## src/core/fan_guard_pkg.sv

```systemverilog
// constants, timing figures and state codes shared by the bridge fault guard
// assumes a single 200 MHz clock and fault pins arriving from analog comparators
// Notes on behaviour
// - current limit acts at sense-pin threshold
// - current limit turns upper transistor off
// - drive resumes at next pwm on-phase
// - current-limit detect blanked against noise spikes
// - four separate over-current indications watched
// - offending transistor switched off first, immediately
// - all transistors off after fixed delay
// - off timer from detection, then auto restart
// - eighth consecutive trip latches all off
// - latch cleared by speed reapply or power
// - over-current pulses shorter than blanking ignored
// - thermal shutdown starts on over-temperature flag
// - thermal: upper off interval, then all off
// - thermal exit only at lower threshold
// - either supply low forces drive off
// - lockout released when both supplies recover
package fan_guard_pkg;

   // clock
   localparam int      CLK_PERIOD_PS     = 5000;          // 200 MHz
   // printed times, in their own units
   localparam int      ALL_OFF_DELAY_NS  = 1_000_000;     // 1 ms
   localparam int      OC_OFF_TIME_NS    = 100_000_000;   // 100 ms
   localparam int      OC_MASK_NS        = 2_000;         // 2 us
   localparam int      CL_MASK_NS        = 250;           // current-limit masking
   // cycle counts, least times rounded up
   localparam int      ALL_OFF_DELAY_CYC = int'((longint'(ALL_OFF_DELAY_NS) * 1000 + CLK_PERIOD_PS - 1) / CLK_PERIOD_PS);
   localparam int      OC_OFF_TIME_CYC   = int'((longint'(OC_OFF_TIME_NS) * 1000 + CLK_PERIOD_PS - 1) / CLK_PERIOD_PS);
   localparam int      OC_MASK_CYC       = int'((longint'(OC_MASK_NS) * 1000 + CLK_PERIOD_PS - 1) / CLK_PERIOD_PS);
   localparam int      CL_MASK_CYC       = int'((longint'(CL_MASK_NS) * 1000 + CLK_PERIOD_PS - 1) / CLK_PERIOD_PS);
   // trip count that latches the bridge off
   localparam int      OC_RETRY_LIMIT    = 8;
   // bridge layout: bit0 upper1, bit1 lower1, bit2 upper2, bit3 lower2
   localparam int      BRIDGE_W          = 4;
   localparam logic [3:0] UPPER_MASK     = 4'h5;
   localparam logic [3:0] ALL_MASK       = 4'hF;
   // values after reset
   localparam logic [3:0] GATE_RST       = 4'h0;
   localparam logic    UVLO_RST          = 1'b1;
   localparam logic [3:0] RETRY_RST      = 4'h0;
   localparam logic [31:0] TIMER_RST     = 32'h0;

   // over-current sequence
   typedef enum logic [3:0] {
      OC_IDLE    = 4'h1,
      OC_SINGLE  = 4'h2,
      OC_ALL_OFF = 4'h4,
      OC_LATCHED = 4'h8
   } oc_state_type;

   // thermal sequence
   typedef enum logic [2:0] {
      TH_IDLE    = 3'h1,
      TH_PWM_OFF = 3'h2,
      TH_ALL_OFF = 3'h4
   } th_state_type;

endpackage

```

## src/core/fan_fault_guard.sv

```systemverilog
// bridge fault guard: current limit, over-current retry and latch, thermal, undervoltage
// assumes gate requests and pwm timing come from logic on clk_in, fault flags from pins
`timescale 1ns/1ps
module fan_fault_guard #(
   parameter int DELAY_CYCLES   = fan_guard_pkg::ALL_OFF_DELAY_CYC,
   parameter int RESTART_CYCLES = fan_guard_pkg::OC_OFF_TIME_CYC,
   parameter int OC_BLANK       = fan_guard_pkg::OC_MASK_CYC,
   parameter int CL_BLANK       = fan_guard_pkg::CL_MASK_CYC,
   parameter int RETRY_LIMIT    = fan_guard_pkg::OC_RETRY_LIMIT
) (
   // clock and control
   input  wire logic       clk_in,
   input  wire logic       rst_in,
   input  wire logic       ce_in,
   // from pwm and commutation logic, same clock
   input  wire logic [3:0] gate_req_in,
   input  wire logic       pwm_on_start_in,
   input  wire logic       speed_command_input_in,
   // comparator pins, asynchronous
   input  wire logic       current_sense_pin_in,
   input  wire logic [3:0] overcurrent_in,
   input  wire logic       temp_high_in,
   input  wire logic       temp_low_in,
   input  wire logic       motor_supply_low_in,
   input  wire logic       regulator_low_in,
   input  wire logic       motor_supply_ok_in,
   input  wire logic       regulator_ok_in,
   // bridge drive
   output logic [3:0]      gate_out,
   // status
   output logic            current_limit_out,
   output logic            overcurrent_shutdown_out,
   output logic            overcurrent_latched_out,
   output logic            thermal_shutdown_out,
   output logic            undervoltage_out,
   output logic [3:0]      retry_count_out
);

   // refuse values the sequencers cannot serve
   if (DELAY_CYCLES < 1 || RESTART_CYCLES <= DELAY_CYCLES) begin : g_chk_time
      $error("restart time must exceed the all-off delay");
   end
   if (RETRY_LIMIT < 1 || RETRY_LIMIT > 15) begin : g_chk_retry
      $error("retry limit must lie in 1..15");
   end

   // ---- pin conditioning ----
   logic [10:0] pin_lvl;       // synchronised pin levels
   logic       cl_raw;         // sense pin above limit
   logic [3:0] oc_raw;         // per transistor over-current
   logic       t_high;         // junction at upper threshold
   logic       t_low;          // junction at or below lower threshold
   logic       sup_low;        // either supply below lockout
   logic       sup_ok;         // both supplies recovered
   logic       cl_hit;         // current limit after masking
   logic [3:0] oc_hit;         // over-current after masking

   // all comparator pins share one synchroniser bank
   pin_sync #(
      .WIDTH    (11)
   ) u_sync (
      .clk_in   (clk_in),
      .rst_in   (rst_in),
      .ce_in    (ce_in),
      .pin_in   ({regulator_ok_in, motor_supply_ok_in, regulator_low_in, motor_supply_low_in,
                  temp_low_in, temp_high_in, overcurrent_in, current_sense_pin_in}),
      .level_out(pin_lvl)
   );

   assign cl_raw  = pin_lvl[0];
   assign oc_raw  = pin_lvl[4:1];
   assign t_high  = pin_lvl[5];
   assign t_low   = pin_lvl[6];
   assign sup_low = pin_lvl[7] | pin_lvl[8];
   assign sup_ok  = pin_lvl[9] & pin_lvl[10];  // motor and regulator both recovered

   // current-limit masking against noise spikes
   glitch_blank #(
      .WIDTH       (1),
      .BLANK_CYCLES(CL_BLANK)
   ) u_cl_blank (
      .clk_in      (clk_in),
      .rst_in      (rst_in),
      .ce_in       (ce_in),
      .raw_in      (cl_raw),
      .hit_out     (cl_hit)
   );

   // per transistor over-current masking
   glitch_blank #(
      .WIDTH       (4),
      .BLANK_CYCLES(OC_BLANK)
   ) u_oc_blank (
      .clk_in      (clk_in),
      .rst_in      (rst_in),
      .ce_in       (ce_in),
      .raw_in      (oc_raw),
      .hit_out     (oc_hit)
   );

   // ---- state ----
   logic                       cl_cut_ff;     // upper off until next pwm on
   fan_guard_pkg::oc_state_type oc_state_ff;  // over-current sequence
   logic [31:0]                oc_timer_ff;   // cycles since detection or clean run
   logic [3:0]                 oc_off_ff;     // transistors tripped individually
   logic [3:0]                 retry_ff;      // consecutive trips
   fan_guard_pkg::th_state_type th_state_ff;  // thermal sequence
   logic [31:0]                th_timer_ff;   // thermal pwm-off interval
   logic                       uvlo_ff;       // lockout active
   logic                       speed_prev_ff; // speed command last cycle
   logic [3:0]                 gate_ff;       // bridge drive
   logic                       th_act_ff;     // thermal status copy
   logic                       oc_act_ff;     // over-current status copy
   logic                       speed_rise;    // speed command reapplied
   logic                       oc_trip;       // fresh trip in idle
   logic [3:0]                 nxt_gate;      // bridge drive next

   assign speed_rise = speed_command_input_in & ~speed_prev_ff;
   assign oc_trip    = (oc_state_ff == fan_guard_pkg::OC_IDLE) && (|oc_hit);

   // speed command edge detector
   always_ff @(posedge clk_in) begin
      if (rst_in) begin
         speed_prev_ff <= 1'b1;  // an applied command at power-up is no reapply
      end else if (ce_in) begin
         speed_prev_ff <= speed_command_input_in;
      end
   end

   // current limit: cut upper until the next on-phase, a new hit wins
   always_ff @(posedge clk_in) begin
      if (rst_in) begin
         cl_cut_ff <= 1'b0;
      end else if (ce_in) begin
         if (cl_hit) begin
            cl_cut_ff <= 1'b1;
         end else if (pwm_on_start_in) begin
            cl_cut_ff <= 1'b0;
         end
      end
   end

   // over-current sequencer
   always_ff @(posedge clk_in) begin
      if (rst_in) begin
         oc_state_ff <= fan_guard_pkg::OC_IDLE;
         oc_timer_ff <= fan_guard_pkg::TIMER_RST;
         oc_off_ff   <= fan_guard_pkg::GATE_RST;
         retry_ff    <= fan_guard_pkg::RETRY_RST;
      end else if (ce_in) begin
         unique case (oc_state_ff)
            // normal drive, count a clean run to forget old trips
            fan_guard_pkg::OC_IDLE: begin
               if (oc_trip) begin
                  oc_state_ff <= fan_guard_pkg::OC_SINGLE;
                  oc_timer_ff <= fan_guard_pkg::TIMER_RST;
                  oc_off_ff   <= oc_hit;
                  retry_ff    <= retry_ff + 4'h1;
               end else if (oc_timer_ff == 32'(RESTART_CYCLES - 1)) begin
                  retry_ff    <= fan_guard_pkg::RETRY_RST;
               end else begin
                  oc_timer_ff <= oc_timer_ff + 32'h1;
               end
            end
            // only the offending transistors off
            fan_guard_pkg::OC_SINGLE: begin
               oc_off_ff   <= oc_off_ff | oc_hit;
               oc_timer_ff <= oc_timer_ff + 32'h1;
               if (oc_timer_ff == 32'(DELAY_CYCLES - 1)) begin
                  oc_state_ff <= fan_guard_pkg::OC_ALL_OFF;
               end
            end
            // whole bridge off until the off timer runs out
            fan_guard_pkg::OC_ALL_OFF: begin
               oc_timer_ff <= oc_timer_ff + 32'h1;
               if (oc_timer_ff == 32'(RESTART_CYCLES - 1)) begin
                  oc_off_ff   <= fan_guard_pkg::GATE_RST;
                  oc_timer_ff <= fan_guard_pkg::TIMER_RST;
                  if (retry_ff >= 4'(RETRY_LIMIT)) begin
                     oc_state_ff <= fan_guard_pkg::OC_LATCHED;
                  end else begin
                     oc_state_ff <= fan_guard_pkg::OC_IDLE;
                  end
               end
            end
            // held off until speed reapplied or supply collapses
            fan_guard_pkg::OC_LATCHED: begin
               if (speed_rise || uvlo_ff) begin
                  oc_state_ff <= fan_guard_pkg::OC_IDLE;
                  retry_ff    <= fan_guard_pkg::RETRY_RST;
               end
            end
         endcase
      end
   end

   // thermal sequencer
   always_ff @(posedge clk_in) begin
      if (rst_in) begin
         th_state_ff <= fan_guard_pkg::TH_IDLE;
         th_timer_ff <= fan_guard_pkg::TIMER_RST;
      end else if (ce_in) begin
         unique case (th_state_ff)
            // watch for the upper threshold
            fan_guard_pkg::TH_IDLE: begin
               th_timer_ff <= fan_guard_pkg::TIMER_RST;
               if (t_high) begin
                  th_state_ff <= fan_guard_pkg::TH_PWM_OFF;
               end
            end
            // upper transistors off for the delay
            fan_guard_pkg::TH_PWM_OFF: begin
               th_timer_ff <= th_timer_ff + 32'h1;
               if (th_timer_ff == 32'(DELAY_CYCLES - 1)) begin
                  th_state_ff <= fan_guard_pkg::TH_ALL_OFF;
               end
            end
            // all off until cooled to the lower threshold
            fan_guard_pkg::TH_ALL_OFF: begin
               if (t_low && !t_high) begin
                  th_state_ff <= fan_guard_pkg::TH_IDLE;
               end
            end
         endcase
      end
   end

   // undervoltage lockout, a low flag wins over recovery
   always_ff @(posedge clk_in) begin
      if (rst_in) begin
         uvlo_ff <= fan_guard_pkg::UVLO_RST;
      end else if (ce_in) begin
         if (sup_low) begin
            uvlo_ff <= 1'b1;
         end else if (sup_ok) begin
            uvlo_ff <= 1'b0;
         end
      end
   end

   // combine every active fault, the strongest demand wins
   always_comb begin
      nxt_gate = gate_req_in;
      if (cl_hit || cl_cut_ff || th_state_ff == fan_guard_pkg::TH_PWM_OFF) begin
         nxt_gate = nxt_gate & ~fan_guard_pkg::UPPER_MASK;
      end
      nxt_gate = nxt_gate & ~oc_off_ff & ~(oc_trip ? oc_hit : 4'h0);
      if (uvlo_ff || sup_low
          || oc_state_ff == fan_guard_pkg::OC_ALL_OFF
          || oc_state_ff == fan_guard_pkg::OC_LATCHED
          || th_state_ff == fan_guard_pkg::TH_ALL_OFF) begin
         nxt_gate = 4'h0;
      end
   end

   // bridge drive and status registers
   always_ff @(posedge clk_in) begin
      if (rst_in) begin
         gate_ff   <= fan_guard_pkg::GATE_RST;
         th_act_ff <= 1'b0;
         oc_act_ff <= 1'b0;
      end else if (ce_in) begin
         gate_ff   <= nxt_gate;
         th_act_ff <= (th_state_ff != fan_guard_pkg::TH_IDLE) || t_high;
         oc_act_ff <= (oc_state_ff != fan_guard_pkg::OC_IDLE) || oc_trip;
      end
   end

   assign gate_out                 = gate_ff;
   assign current_limit_out        = cl_cut_ff;
   assign overcurrent_shutdown_out = oc_act_ff;
   assign overcurrent_latched_out  = oc_state_ff[3];
   assign thermal_shutdown_out     = th_act_ff;
   assign undervoltage_out         = uvlo_ff;
   assign retry_count_out          = retry_ff;

   // ---- checks ----
   cl_upper_off_a: assert property (
      @(posedge clk_in) disable iff (rst_in || !ce_in)
      cl_hit |=> ((gate_ff & fan_guard_pkg::UPPER_MASK) == 4'h0))
      else $error("upper transistor still on during current limit");

   cl_resume_a: assert property (
      @(posedge clk_in) disable iff (rst_in || !ce_in)
      (cl_cut_ff && pwm_on_start_in && !cl_hit) |=> !cl_cut_ff)
      else $error("current limit cut not released at pwm on");

   oc_first_off_a: assert property (
      @(posedge clk_in) disable iff (rst_in || !ce_in)
      oc_trip |=> ((gate_ff & $past(oc_hit)) == 4'h0) && oc_state_ff == fan_guard_pkg::OC_SINGLE)
      else $error("offending transistor not switched off");

   oc_all_off_a: assert property (
      @(posedge clk_in) disable iff (rst_in || !ce_in)
      (oc_state_ff == fan_guard_pkg::OC_SINGLE && oc_timer_ff == 32'(DELAY_CYCLES - 1))
      |=> oc_state_ff == fan_guard_pkg::OC_ALL_OFF ##1 gate_ff == 4'h0)
      else $error("bridge not fully off after delay");

   oc_restart_a: assert property (
      @(posedge clk_in) disable iff (rst_in || !ce_in)
      (oc_state_ff == fan_guard_pkg::OC_ALL_OFF && oc_timer_ff == 32'(RESTART_CYCLES - 1)
       && retry_ff < 4'(RETRY_LIMIT)) |=> oc_state_ff == fan_guard_pkg::OC_IDLE)
      else $error("no automatic restart after off time");

   oc_latch_a: assert property (
      @(posedge clk_in) disable iff (rst_in || !ce_in)
      (oc_state_ff == fan_guard_pkg::OC_ALL_OFF && oc_timer_ff == 32'(RESTART_CYCLES - 1)
       && retry_ff >= 4'(RETRY_LIMIT)) |=> oc_state_ff == fan_guard_pkg::OC_LATCHED ##1 gate_ff == 4'h0)
      else $error("retry limit did not latch bridge off");

   latch_hold_a: assert property (
      @(posedge clk_in) disable iff (rst_in || !ce_in)
      (oc_state_ff == fan_guard_pkg::OC_LATCHED && !speed_rise && !uvlo_ff)
      |=> oc_state_ff == fan_guard_pkg::OC_LATCHED)
      else $error("latched off state left without speed reapply");

   th_upper_off_a: assert property (
      @(posedge clk_in) disable iff (rst_in || !ce_in)
      (th_state_ff == fan_guard_pkg::TH_PWM_OFF) |=> ((gate_ff & fan_guard_pkg::UPPER_MASK) == 4'h0))
      else $error("upper transistor on during thermal pwm-off");

   th_hold_a: assert property (
      @(posedge clk_in) disable iff (rst_in || !ce_in)
      (th_state_ff == fan_guard_pkg::TH_ALL_OFF && !t_low) |=> th_state_ff == fan_guard_pkg::TH_ALL_OFF)
      else $error("thermal shutdown left above lower threshold");

   uvlo_off_a: assert property (
      @(posedge clk_in) disable iff (rst_in || !ce_in)
      sup_low |=> uvlo_ff && gate_ff == 4'h0)
      else $error("drive not forced off on low supply");

   uvlo_release_a: assert property (
      @(posedge clk_in) disable iff (rst_in || !ce_in)
      (uvlo_ff && !sup_ok) |=> uvlo_ff)
      else $error("lockout released before both supplies recovered");

   th_entry_a: assert property (
      @(posedge clk_in) disable iff (rst_in || !ce_in)
      (th_state_ff == fan_guard_pkg::TH_IDLE && t_high) |=> th_state_ff == fan_guard_pkg::TH_PWM_OFF)
      else $error("thermal shutdown not started on over-temperature");

   fault_all_off_a: assert property (
      @(posedge clk_in) disable iff (rst_in || !ce_in)
      (uvlo_ff || oc_state_ff == fan_guard_pkg::OC_LATCHED || th_state_ff == fan_guard_pkg::TH_ALL_OFF)
      |=> gate_ff == 4'h0)
      else $error("bridge driven while a fault demands all off");

endmodule

```

## src/core/glitch_blank.sv

```systemverilog
// per-bit masking filter: a bit passes only after holding high long enough
// assumes inputs are already synchronous to clk_in
`timescale 1ns/1ps
module glitch_blank #(
   parameter int WIDTH        = 1,
   parameter int BLANK_CYCLES = 1
) (
   // clock and control
   input  wire logic             clk_in,
   input  wire logic             rst_in,
   input  wire logic             ce_in,
   // raw levels
   input  wire logic [WIDTH-1:0] raw_in,
   // accepted levels
   output logic      [WIDTH-1:0] hit_out
);

   localparam int CW = $clog2(BLANK_CYCLES + 1);

   // refuse values the counter cannot serve
   if (WIDTH < 1 || BLANK_CYCLES < 1) begin : g_chk
      $error("glitch_blank needs width and blank cycles of at least one");
   end

   // one counter per bit
   for (genvar i = 0; i < WIDTH; i++) begin : g_bit
      logic [CW-1:0] cnt_ff;   // cycles held high so far
      logic          hit_ff;   // accepted high

      // count while high, drop at once when low
      always_ff @(posedge clk_in) begin
         if (rst_in) begin
            cnt_ff <= '0;
            hit_ff <= 1'b0;
         end else if (ce_in) begin
            if (!raw_in[i]) begin
               cnt_ff <= '0;
               hit_ff <= 1'b0;
            end else if (cnt_ff == CW'(BLANK_CYCLES - 1)) begin
               hit_ff <= 1'b1;
            end else begin
               cnt_ff <= cnt_ff + CW'(1);
            end
         end
      end

      assign hit_out[i] = hit_ff;
   end

endmodule

```

## src/core/pin_sync.sv

```systemverilog
// three-stage synchroniser for comparator pins with agreement filter
// assumes pins are asynchronous to clk_in; outputs are clean levels
`timescale 1ns/1ps
module pin_sync #(
   parameter int WIDTH = 1
) (
   // clock and control
   input  wire logic             clk_in,
   input  wire logic             rst_in,
   input  wire logic             ce_in,
   // raw pins
   input  wire logic [WIDTH-1:0] pin_in,
   // filtered levels
   output logic      [WIDTH-1:0] level_out
);

   // refuse an empty vector
   if (WIDTH < 1) begin : g_chk
      $error("pin_sync width must be at least one");
   end

   logic [WIDTH-1:0] meta_ff;    // first stage, read only by second
   logic [WIDTH-1:0] sync_ff;    // second stage
   logic [WIDTH-1:0] hold_ff;    // third stage
   logic [WIDTH-1:0] level_ff;   // accepted level

   // shift chain
   always_ff @(posedge clk_in) begin
      if (rst_in) begin
         meta_ff <= '0;
         sync_ff <= '0;
         hold_ff <= '0;
      end else if (ce_in) begin
         meta_ff <= pin_in;
         sync_ff <= meta_ff;
         hold_ff <= sync_ff;
      end
   end

   // a change counts once stages two and three agree
   always_ff @(posedge clk_in) begin
      if (rst_in) begin
         level_ff <= '0;
      end else if (ce_in) begin
         level_ff <= (sync_ff & hold_ff) | (level_ff & (sync_ff | hold_ff));
      end
   end

   assign level_out = level_ff;

endmodule

```

## config.mk

```make
export PLATFORM = sky130hd
export DESIGN_NAME = fan_fault_guard
export DESIGN_NICKNAME = d
export VERILOG_FILES = /design/src/core/fan_guard_pkg.sv /design/src/core/fan_fault_guard.sv /design/src/core/glitch_blank.sv /design/src/core/pin_sync.sv
export SDC_FILE = /design/constraint.sdc
export NUM_CORES = 1
export LEC_CHECK = 0
export ABC_AREA = 1
export BUFFER_PORTS_ARGS = -buffer_cell sky130_fd_sc_hd__buf_4
export CAP_MARGIN = 20
export CORE_MARGIN = 2
export CORE_UTILIZATION = 30
export DETAILED_ROUTE_END_ITERATION = 7
export GPL_TIMING_DRIVEN = 1
export PLACE_DENSITY = 0.56
export SYNTH_ARGS = -nofsm -noshare
export SYNTH_HDL_FRONTEND = slang
export SYNTH_SLANG_ARGS = --single-unit
```

## constraint.sdc

```tcl
create_clock -name clk_in -period 4.1 [get_ports clk_in]
set_input_delay 0 -clock clk_in [delete_from_list [all_inputs] [get_ports clk_in]]
set_output_delay 0 -clock clk_in [all_outputs]
set_load 0.1 [all_outputs]
```

# Yosys cells after proc, flatten, opt, wreduce, memory -nomap -nowiden
# Cells that the tools add are included.
[word_totals]
register_bits = 179
out_inout_bits = 13
wordCells = 168
[op_classes]
add_sub_neg = 8
order_cmp = 1
n_eq_ne = 36
mux = 48
bitwise_logic = 13
n_reduce_logical = 36
[ops]
columns = ["operator", "n"]
rows = [
  ["32-bit 2-to-1 mux", 3],
  ["32-bit case mux with 3 select lines", 1],
  ["9-bit 2-to-1 mux", 8],
  ["32-bit by 1-bit adder with 32-bit output (second input constant)", 2],
  ["32-bit by 18-bit equality test with 1-bit output (second input constant)", 2],
  ["32-bit case mux with 2 select lines", 1],
  ["4-bit 2-to-1 mux", 11],
  ["9-bit by 1-bit adder with 9-bit output (second input constant)", 4],
  ["9-bit equality test (second input constant)", 4],
  ["32-bit by 25-bit equality test with 1-bit output (second input constant)", 1],
  ["2-bit AND reduction", 13],
  ["11-bit AND", 2],
  ["2-bit inequality test (second input constant)", 11],
  ["11-bit bitwise OR", 2],
  ["4-bit case mux with 4 select lines", 1],
  ["1-bit 2-to-1 mux", 14],
  ["3-bit 2-to-1 mux", 4],
  ["6-bit 2-to-1 mux", 2],
  ["2-bit by 1-bit inequality test with 1-bit output (second input constant)", 6],
  ["4-bit case mux with 3 select lines", 1],
  ["4-bit AND reduction", 3],
  ["1-bit logical OR", 9],
  ["3-bit case mux with 3 select lines", 1],
  ["4-bit AND", 2],
  ["28 further kinds", 34],
]

# Logic depth before layout (Yosys ltp)
# Gate-level depths: netlist of run 1.
[depth]
word_depth = 6
ltp_mapped = 13

# Hierarchy
# A second synthesis of run 1 with hierarchy kept.
[hier_totals]
cells_unflattened = 1621
area_unflattened_um2 = 10108.4
[modules_own_cells]
columns = ["module", "instances", "cells_per_inst", "area_per_inst_um2", "seq_area_each_um2"]
rows = [
  ["fan_fault_guard", 1, 916, 5466.5, 1761.7],
  ["glitch_blank at u_oc_blank", 1, 396, 2492.4, 800.8],
  ["pin_sync", 1, 245, 1737.9, 880.8],
  ["glitch_blank at u_cl_blank", 1, 64, 411.6, 140.1],
]

# Least setup slack after synthesis of run 1
# No wires, ideal clock.
[synth_timing]
kind = "register -> register"
start = "register oc_state_ff[3]"
end = "register oc_timer_ff[14]"
setup_ps = 62
arrival_ps = 2108
required_time_ps = 4038
setup_slack_ps = 1930
path_stages_with_launch = 14
path_buffers = 1
period_less_slack_ps = 2170
path_cell_list = "dfxtp_1 > inv_1 > nand3_2 > nand2_2 > inv_2 > nand2_1 > nand2_1 > inv_4 > nand2_8 > nor2_2 > nor2_4 > buf_6 > nand2_2 > nor2_2"
[synth_between]
elab_chain_cells = 4
[synth_rtl]
columns = ["element", "line_no", "source"]
rows = [
  ["start, declared", "fan_fault_guard.sv:103", "fan_guard_pkg::oc_state_type oc_state_ff;"],
  ["start signal, assigned", "fan_fault_guard.sv:146", "oc_state_ff <= fan_guard_pkg::OC_IDLE;"],
  ["start signal, assigned", "fan_fault_guard.sv:155", "oc_state_ff <= fan_guard_pkg::OC_SINGLE;"],
  ["start signal, assigned", "fan_fault_guard.sv:170", "oc_state_ff <= fan_guard_pkg::OC_ALL_OFF;"],
  ["4-bit by 1-bit equality test with 1-bit output", "fan_fault_guard.sv:119, fan_fault_guard.sv:151", ""],
  ["1-bit logical AND", "fan_fault_guard.sv:119", "assign oc_trip = (oc_state_ff == fan_guard_pkg::OC_IDLE) && (|oc_hit);"],
  ["3-bit inequality test (no line) / 32-bit 2-to-1 mux (equally long branches)", "-", ""],
  ["3-bit AND reduction (no line) / 32-bit case mux with 3 select lines (equally long branches)", "-", ""],
  ["end signal, assigned", "fan_fault_guard.sv:147", "oc_timer_ff <= fan_guard_pkg::TIMER_RST;"],
  ["end signal, assigned", "fan_fault_guard.sv:156", "oc_timer_ff <= fan_guard_pkg::TIMER_RST;"],
  ["end signal, assigned", "fan_fault_guard.sv:162", "oc_timer_ff <= oc_timer_ff + 32'h1;"],
  ["end, declared", "fan_fault_guard.sv:104", "logic [31:0] oc_timer_ff;"],
]
# Parallel ways exist; a longest one is shown, timed or not.
# A chain may end at the register's enable or synchronous reset.

# Worst setup path after layout of run 1
[layout_timing]
start = "register oc_state_ff[1]"
end = "register gate_ff[3], in the netlist gate_out[3]"
[layout_between]
elab_chain_cells = 6
[layout_rtl]
columns = ["element", "line_no", "source"]
rows = [
  ["4-bit by 1-bit equality test with 1-bit output", "fan_fault_guard.sv:119", ""],
  ["1-bit logical AND", "fan_fault_guard.sv:119", ""],
  ["4-bit 2-to-1 mux", "fan_fault_guard.sv:247", "nxt_gate = nxt_gate & ~oc_off_ff & ~(oc_trip ? oc_hit : 4'h0);"],
  ["4-bit inverter", "fan_fault_guard.sv:247", ""],
  ["4-bit AND", "fan_fault_guard.sv:247", ""],
  ["4-bit 2-to-1 mux *", "fan_fault_guard.sv:248", "if (uvlo_ff || sup_low"],
  ["end signal, assigned", "fan_fault_guard.sv:259", "gate_ff <= fan_guard_pkg::GATE_RST;"],
  ["end signal, assigned", "fan_fault_guard.sv:263", "gate_ff <= nxt_gate;"],
  ["end, declared", "fan_fault_guard.sv:111", "logic [3:0] gate_ff;"],
]
# Mark *: on every way between the ends. The rest lies on a longest branch, timed or not.

==> reports/results.txt, run 1 <==
Synth cell types = 43
worst-margin pin slew = 0.756 ns
drt first-iter violations = 572
Slew Viols, Final = 0
critical path fanouts, max = 4
CTS resizes = 0
period utilisation layout = 0.586
Post-CTS Hold Buffers = 18
PD cells = 396 nW/um^2
Hold Vio Cnt, Final = 0
clk sinks = 179
Detailed Place HPWL = 16500 um
IO Count = 33
share of layout cells above drive strength 1 = 0.0702
Avg WL per Cell = 12.3 um
post-route ant nets = 0
Rows = 64
Worst Path Arrival = 2.78 ns
die height = 179 um
Syn Nets = 1461
most frequent CP cell = nand2_1
cells after synthesis = 1431
sequential share of the synthesized area = 0.389
grt ovf = 0
WL final = 23100 um
Core Region = 30400 um^2
multi-input logic area = 4860 um^2
nets = 1499
fmax = 416 MHz
CTS tree = done
worst hold path type = in2reg
crit path time final = 2.40 ns
worst reg2reg setup slack = 1.70 ns
total iterations of the first detailed-routing run = 5
Worst Skew = 0.0176 ns
hold path depth = 4
P&R area growth vs syn = 15.1%
Final Power = 0.00420 W
Peak VDD IR = 0.222 mV
largest net degree at the start of global routing = 62
placed insts = 1828
Leakage = 4.05 nW
vias in the first global route = 8212
Initial Util = 0.303
clk_lat worst skew = 0.43 ns
die footprint = 32200 um^2
outcome = finished clean
number of buffers added on ports = 32
CP Class = reg2reg
Setup TNS Final = 0 ns
Antenna Cells = 0
Reg2Reg Depth = 7
CTS max path bufs = 2
headroom to the max-slew limit = 0.491
first-pass GRT wire length = 39200 um
FILL cells = 3356
maxcap violations = 0
all-layer global routing usage = 0.149
Num CTS Buffers = 17
hold endpoint = gate_out[0]
capturing point of the worst reg2reg path = gate_out[3]
Die W = 179 um
setup bufs post-CTS = 0
Hold Startpoint = gate_req_in[0]
gpl congestion = 0.911
Slowest-stage cell, CP = nor4_1
CP startpoint kind = flop
FF+latch area = 3580 um^2
Layout Cells excl Fill = 1878
syn_area_per_cell = 6.44 um^2
DRC Markers = 0
yosys warns = 0
area of the mapped netlist = 9220 um^2
CTS root buf = clkbuf_16
# setup viols final = 0
R2R Path Start = oc_state_ff[1]
Synth Register Bits = 179
CP Cell Sequence = nor2_2 -> nand2_1 -> nand2_1 -> nor4_1 -> nand4_1 -> a21oi_1 -> dlygate4sd3_1
clock slew at reported path FFs = 0.08 ns
CP max stage delay = 0.58 ns
routed vias = 8918
crit path capture type = flop
RSZ-0062 raised after global routing = false
CP required = 4.47 ns
H-Tree Depth = 4
Via density = 4.75
initial antenna violation count = 0
==> Yosys cell counts <==
| cell type | number | area (um^2) |
|---|---|---|
| o21ai_0 | 88 | 440 |
| nor2_1 | 226 | 848 |
| a21o_1 | 1 | 7.51 |
| o21bai_1 | 6 | 45.0 |
| o21a_1 | 3 | 22.5 |
| inv_4 | 2 | 12.5 |
| nand3_4 | 1 | 17.5 |
| a21oi_1 | 112 | 561 |
| nand2_1 | 395 | 1480 |
| nand3b_1 | 1 | 7.51 |
| xnor2_1 | 1 | 8.76 |
| o21ai_1 | 1 | 5.00 |
| nor2_4 | 5 | 56.3 |
| clkinv_1 | 1 | 3.75 |
| a221oi_1 | 1 | 8.76 |
| clkbuf_1 | 19 | 71.3 |
| xor2_1 | 11 | 96.3 |
| buf_4 | 3 | 22.5 |
| o211ai_1 | 5 | 37.5 |
| inv_1 | 153 | 574 |
| inv_2 | 5 | 18.8 |
| a211oi_1 | 3 | 22.5 |
| buf_2 | 7 | 35.0 |
| or2_2 | 5 | 31.3 |
| buf_6 | 2 | 22.5 |
| nand2_8 | 1 | 20.0 |
| nand2_2 | 8 | 50.1 |
| nor4_1 | 5 | 31.3 |
| o31ai_1 | 1 | 7.51 |
| dfxtp_1 | 179 | 3580 |
| nor3_2 | 2 | 20.0 |
| nand4_1 | 36 | 225 |
| nor2_2 | 6 | 37.5 |
| nor3b_1 | 4 | 30.0 |
| nand3_2 | 2 | 20.0 |
| and3_1 | 1 | 6.26 |
| a31oi_1 | 2 | 12.5 |
| nand3_1 | 79 | 395 |
| a221o_1 | 1 | 10.0 |
| buf_1 | 3 | 11.3 |
| o21ba_2 | 1 | 10.0 |
| ha_1 | 10 | 125 |
| nor3_1 | 33 | 165 |
==> kinds of logic after synthesis <==
| logic type | share of synthesized area |
|---|---|
| adder cells (fa/ha/maj) | 0.0136 |
| AND/OR/NAND/NOR | 0.374 |
| XOR/XNOR | 0.0114 |
| AO/OA/AOI/OAI | 0.129 |
| buffers and inverters | 0.0837 |
| flip-flops | 0.389 |
==> worst max path at each step <==
| stage | start | end | slack, ns | cells past startpoint |
|---|---|---|---|---|
| 2_1_floorplan | oc_state_ff[3] | oc_timer_ff[14] | 1.93 | 13 |
| 3_3_place_gp | oc_timer_ff[0] | oc_timer_ff[13] | 1.88 | 11 |
| 3_5_place_dp | oc_timer_ff[0] | oc_timer_ff[13] | 1.81 | 11 |
| 4_1_cts | oc_state_ff[1] | gate_out[3] | 1.71 | 7 |
| 5_1_grt | oc_timer_ff[0] | oc_timer_ff[3] | 1.54 | 11 |
| 6_report | oc_state_ff[1] | gate_out[3] | 1.70 | 7 |
==> layer usage <==
layer,track usage,wire length [um]
met4,0.0326,227
met5,0,0
met2,0.247,10500
met1,0.202,11500
met3,0.0284,864
==> sequential cells by signal (all words and copies together) (netlist names) <==
| register | flops |
|---|---|
| current_limit_out | 1 |
| gate_out | 4 |
| oc_off_ff | 4 |
| oc_state_ff | 4 |
| oc_timer_ff | 32 |
| overcurrent_shutdown_out | 1 |
| retry_count_out | 4 |
| speed_prev_ff | 1 |
| th_state_ff | 3 |
| th_timer_ff | 32 |
| thermal_shutdown_out | 1 |
| u_cl_blank.g_bit.cnt_ff | 6 |
| u_cl_blank.hit_out | 1 |
| u_oc_blank.g_bit.cnt_ff | 36 |
| u_oc_blank.g_bit.hit_ff | 4 |
| u_sync.hold_ff | 11 |
| u_sync.level_out | 11 |
| u_sync.meta_ff | 11 |
| u_sync.sync_ff | 11 |
| undervoltage_out | 1 |
==> cells in the final DEF (no fill, tap or decap), drive strengths merged <==
cell type and n:
nand2 404, nor2 237, dfxtp 179, inv 166, a21oi 112, o21ai 89
nand3 82, nand4 36, buf 35, nor3 35, dlygate4sd3 18, clkbuf 18
xor2 11, ha 10, clkinv 9, o21bai 6, nor4 5, or2 5
o211ai 5, nor3b 4, o21a 3, a211oi 3, a31oi 2, and3 1
o31ai 1, a221oi 1, nand3b 1, xnor2 1, a221o 1, o21ba 1
a21o 1
==> where the power goes <==
part           switching, W  internal (W)  leakage, nW
registers         0.0000506       0.00180         1.45
clock network      0.000835      0.000836        0.296
logic              0.000513      0.000170         2.31
total               0.00140       0.00280         4.05
==> metrics by stage <==
| stage | cell area, um^2 | worst slack (ns) | hold WS (ns) | util |
|---|---|---|---|---|
| floorplan | 9220 | 1.93 | 0.126 | - |
| global placement | 9820 | 1.88 | 0.225 | 0.323 |
| detailed placement | 9820 | 1.81 | 0.229 | 0.323 |
| CTS | 10600 | 1.71 | 0.0623 | 0.349 |
| global route | 10600 | 1.54 | 0.0814 | 0.349 |
| finish | 10600 | 1.70 | 0.0692 | 0.349 |
==> worst max-delay path: cells and delay by family (launching register included) <==
family	cells	cell delay, ns
simple gates	5	1.18
buf+inv	1	0.56
compound gates	1	0.19
flops	1	0.43
==> layout make-up <==
cell class	instances	share of cell area
clock buffer	18	0.0404
inverter	161	0.0574
timing repair buffer	53	0.0417
tap	396	0.0467
sequential	179	0.338
multi-input combinational	1057	0.458
clock inverter	14	0.0177
Power figures use the tool's default switching activity.
==> inputs of run 2 (changes only) <==
Settings changed: PLACE_DENSITY 0.56 to 0.57.
Clock period 4.1 ns to 2.2 ns, I/O delays scaled along.
==> run 2 against run 1 <==
Total power rose by 87%. Final cell count grew 0.80%. Global-route usage grew 0.15 points. Flip-flop and latch count unchanged. Routed wire length increased by 1.4%. First-iteration DRC count up 2.6%.
==> reports/results.txt, run 2 (synthesis results as in run 1) <==
fmax = 511 MHz
headroom to the max-slew limit = 0.475
DRC Markers = 0
H-Tree Depth = 4
P&R area growth vs syn = 16.4%
multi-input logic area = 4880 um^2
WL final = 23400 um
Top Registers = u_oc_blank.g_bit.cnt_ff: 36 flops, oc_timer_ff: 32 flops, th_timer_ff: 32 flops
Buffers & Inverters on Critical Path = 2
setup bufs post-CTS = 0
CTS root buf = clkbuf_16
crit path capture type = flop
nets = 1514
Avg WL per Cell = 12.4 um
Hold Vio Cnt, Final = 0
placed insts = 1842
cell area after layout = 10700 um^2
Setup TNS Final = 0 ns
commonest non-fill, non-tap cell in the layout = nand2_1
# setup viols final = 0
PD cells = 733 nW/um^2
all-layer global routing usage = 0.151
most frequent CP cell = nand2_1
period utilisation layout = 0.890
first-pass GRT wire length = 39500 um
CTS tree = done
Worst Skew = 0.0125 ns
Antenna Cells = 0
clock slew at reported path FFs = 0.07 ns
Worst Path Arrival = 2.29 ns
most frequent cells in the layout = nand2_1 (395), nor2_1 (225), dfxtp_1 (178), inv_1 (153), a21oi_1 (112)
CP max stage delay = 0.40 ns
Leakage = 4.13 nW
hold path depth = 4
Slowest-stage cell, CP = dfxtp_1
RSZ-0062 raised after global routing = false
die footprint = 32200 um^2
crit path time final = 1.96 ns
grt ovf = 0
Post-Place Setup Slack = 0.224 ns
FF+latch area = 3580 um^2
total iterations of the first detailed-routing run = 5
Fin Hold WS = 0.0476 ns
setup ws final = 0.243 ns
die height = 179 um
worst-margin pin slew = 0.787 ns
Num CTS Buffers = 17
Peak VDD IR = 0.464 mV
Via density = 4.67
Core Region = 30400 um^2
CP required = 2.53 ns
CP startpoint kind = flop
WP depth = 12
drt first-iter violations = 587
worst hold path type = in2reg
Initial Util = 0.303
max reg flops = 36
Rows = 64
Reg with most FFs = u_oc_blank.g_bit.cnt_ff
share of layout cells above drive strength 1 = 0.0808
area post-placement = 9920 um^2
critical path fanouts, max = 7
number of buffers added on ports = 32
clk sinks = 179
Detailed Place HPWL = 16700 um
maxcap violations = 0
initial antenna violation count = 0
CP Class = reg2reg
IO Count = 33
Largest delay share family, worst path = simple AND/OR/NAND/NOR gates
Reg2Reg Depth = 12
FILL cells = 3294
gpl congestion = 0.918
CTS max path bufs = 2
CP Cell Sequence = ha_1 -> nand3_2 -> inv_2 -> nand2_2 -> nor2_1 -> nand2_1 -> nand2_1 -> nand2_1 -> nor2_4 -> nor2_4 -> nand2_1 -> inv_1
outcome = finished clean
post-route ant nets = 0
routed vias = 8845
Die W = 179 um
Slew Viols, Final = 0
Layout Cells excl Fill = 1893
clk_lat worst skew = 0.44 ns
largest net degree at the start of global routing = 61
vias in the first global route = 8162
[run 2: cell count changes in the layout (fill, tap and decap cells not counted), sizes merged]
cell / previous run / this run
clkinv: 9 / 8
inv: 166 / 167
buf: 35 / 49
nor2: 237 / 238
[run 2: layout make-up]
cell class / count / area share
clock inverters: 14 / 0.0168
flip-flops and latches: 179 / 0.334
well taps: 396 / 0.0462
repair buffers: 67 / 0.0511
multi-input cells: 1058 / 0.455
inverters: 161 / 0.0568
clock buffers: 18 / 0.0400
[run 2: what timing repair did]
item / 4_1_cts / 5_1_grt
hold endpoints to repair: 18 / 0
hold buffers: 18 / 0
setup endpoints to repair: 0 / 8
resized for setup: 0 / 4
[run 2: final timing paths]
path | from | slack [ns] | endpoint
max | oc_timer_ff[1] | 0.24 | oc_timer_ff[10]
min | gate_req_in[0] | 0.05 | gate_out[0]
max reg2reg | oc_timer_ff[1] | 0.24 | oc_timer_ff[10]
min reg2reg | u_sync.hold_ff[1] | 0.46 | u_sync.hold_ff[1]
[run 2: stage by stage]
stage | power (W) | util
6_report | 0.00787 | 0.353
5_1_grt | 0.00824 | 0.353
4_1_cts | 0.00795 | 0.352
3_5_place_dp | 0.00480 | 0.326
3_3_place_gp | 0.00480 | 0.326
2_1_floorplan | 0.00450 | -
[run 2: power by group]
group / total (W) / internal (W) / switching (W)
Sequential: 0.00344 / 0.00335 / 0.0000958
Combinational: 0.00131 / 0.000346 / 0.000965
Clock: 0.00311 / 0.00155 / 0.00156
[run 2: worst min-delay path, stage by stage]
cell and delay [ns]:
buf_4 0.11, nor3b_1 0.13, o211ai_1 0.11, a21oi_1 0.08
[run 2: per-layer routing]
metal,vias up,global-route usage,share of wire
met2,128,0.250,0.45
li1,4717,-,-
met1,3984,0.204,0.50
met5,-,0,0
met4,0,0.0269,0.0077
met3,16,0.0322,0.040
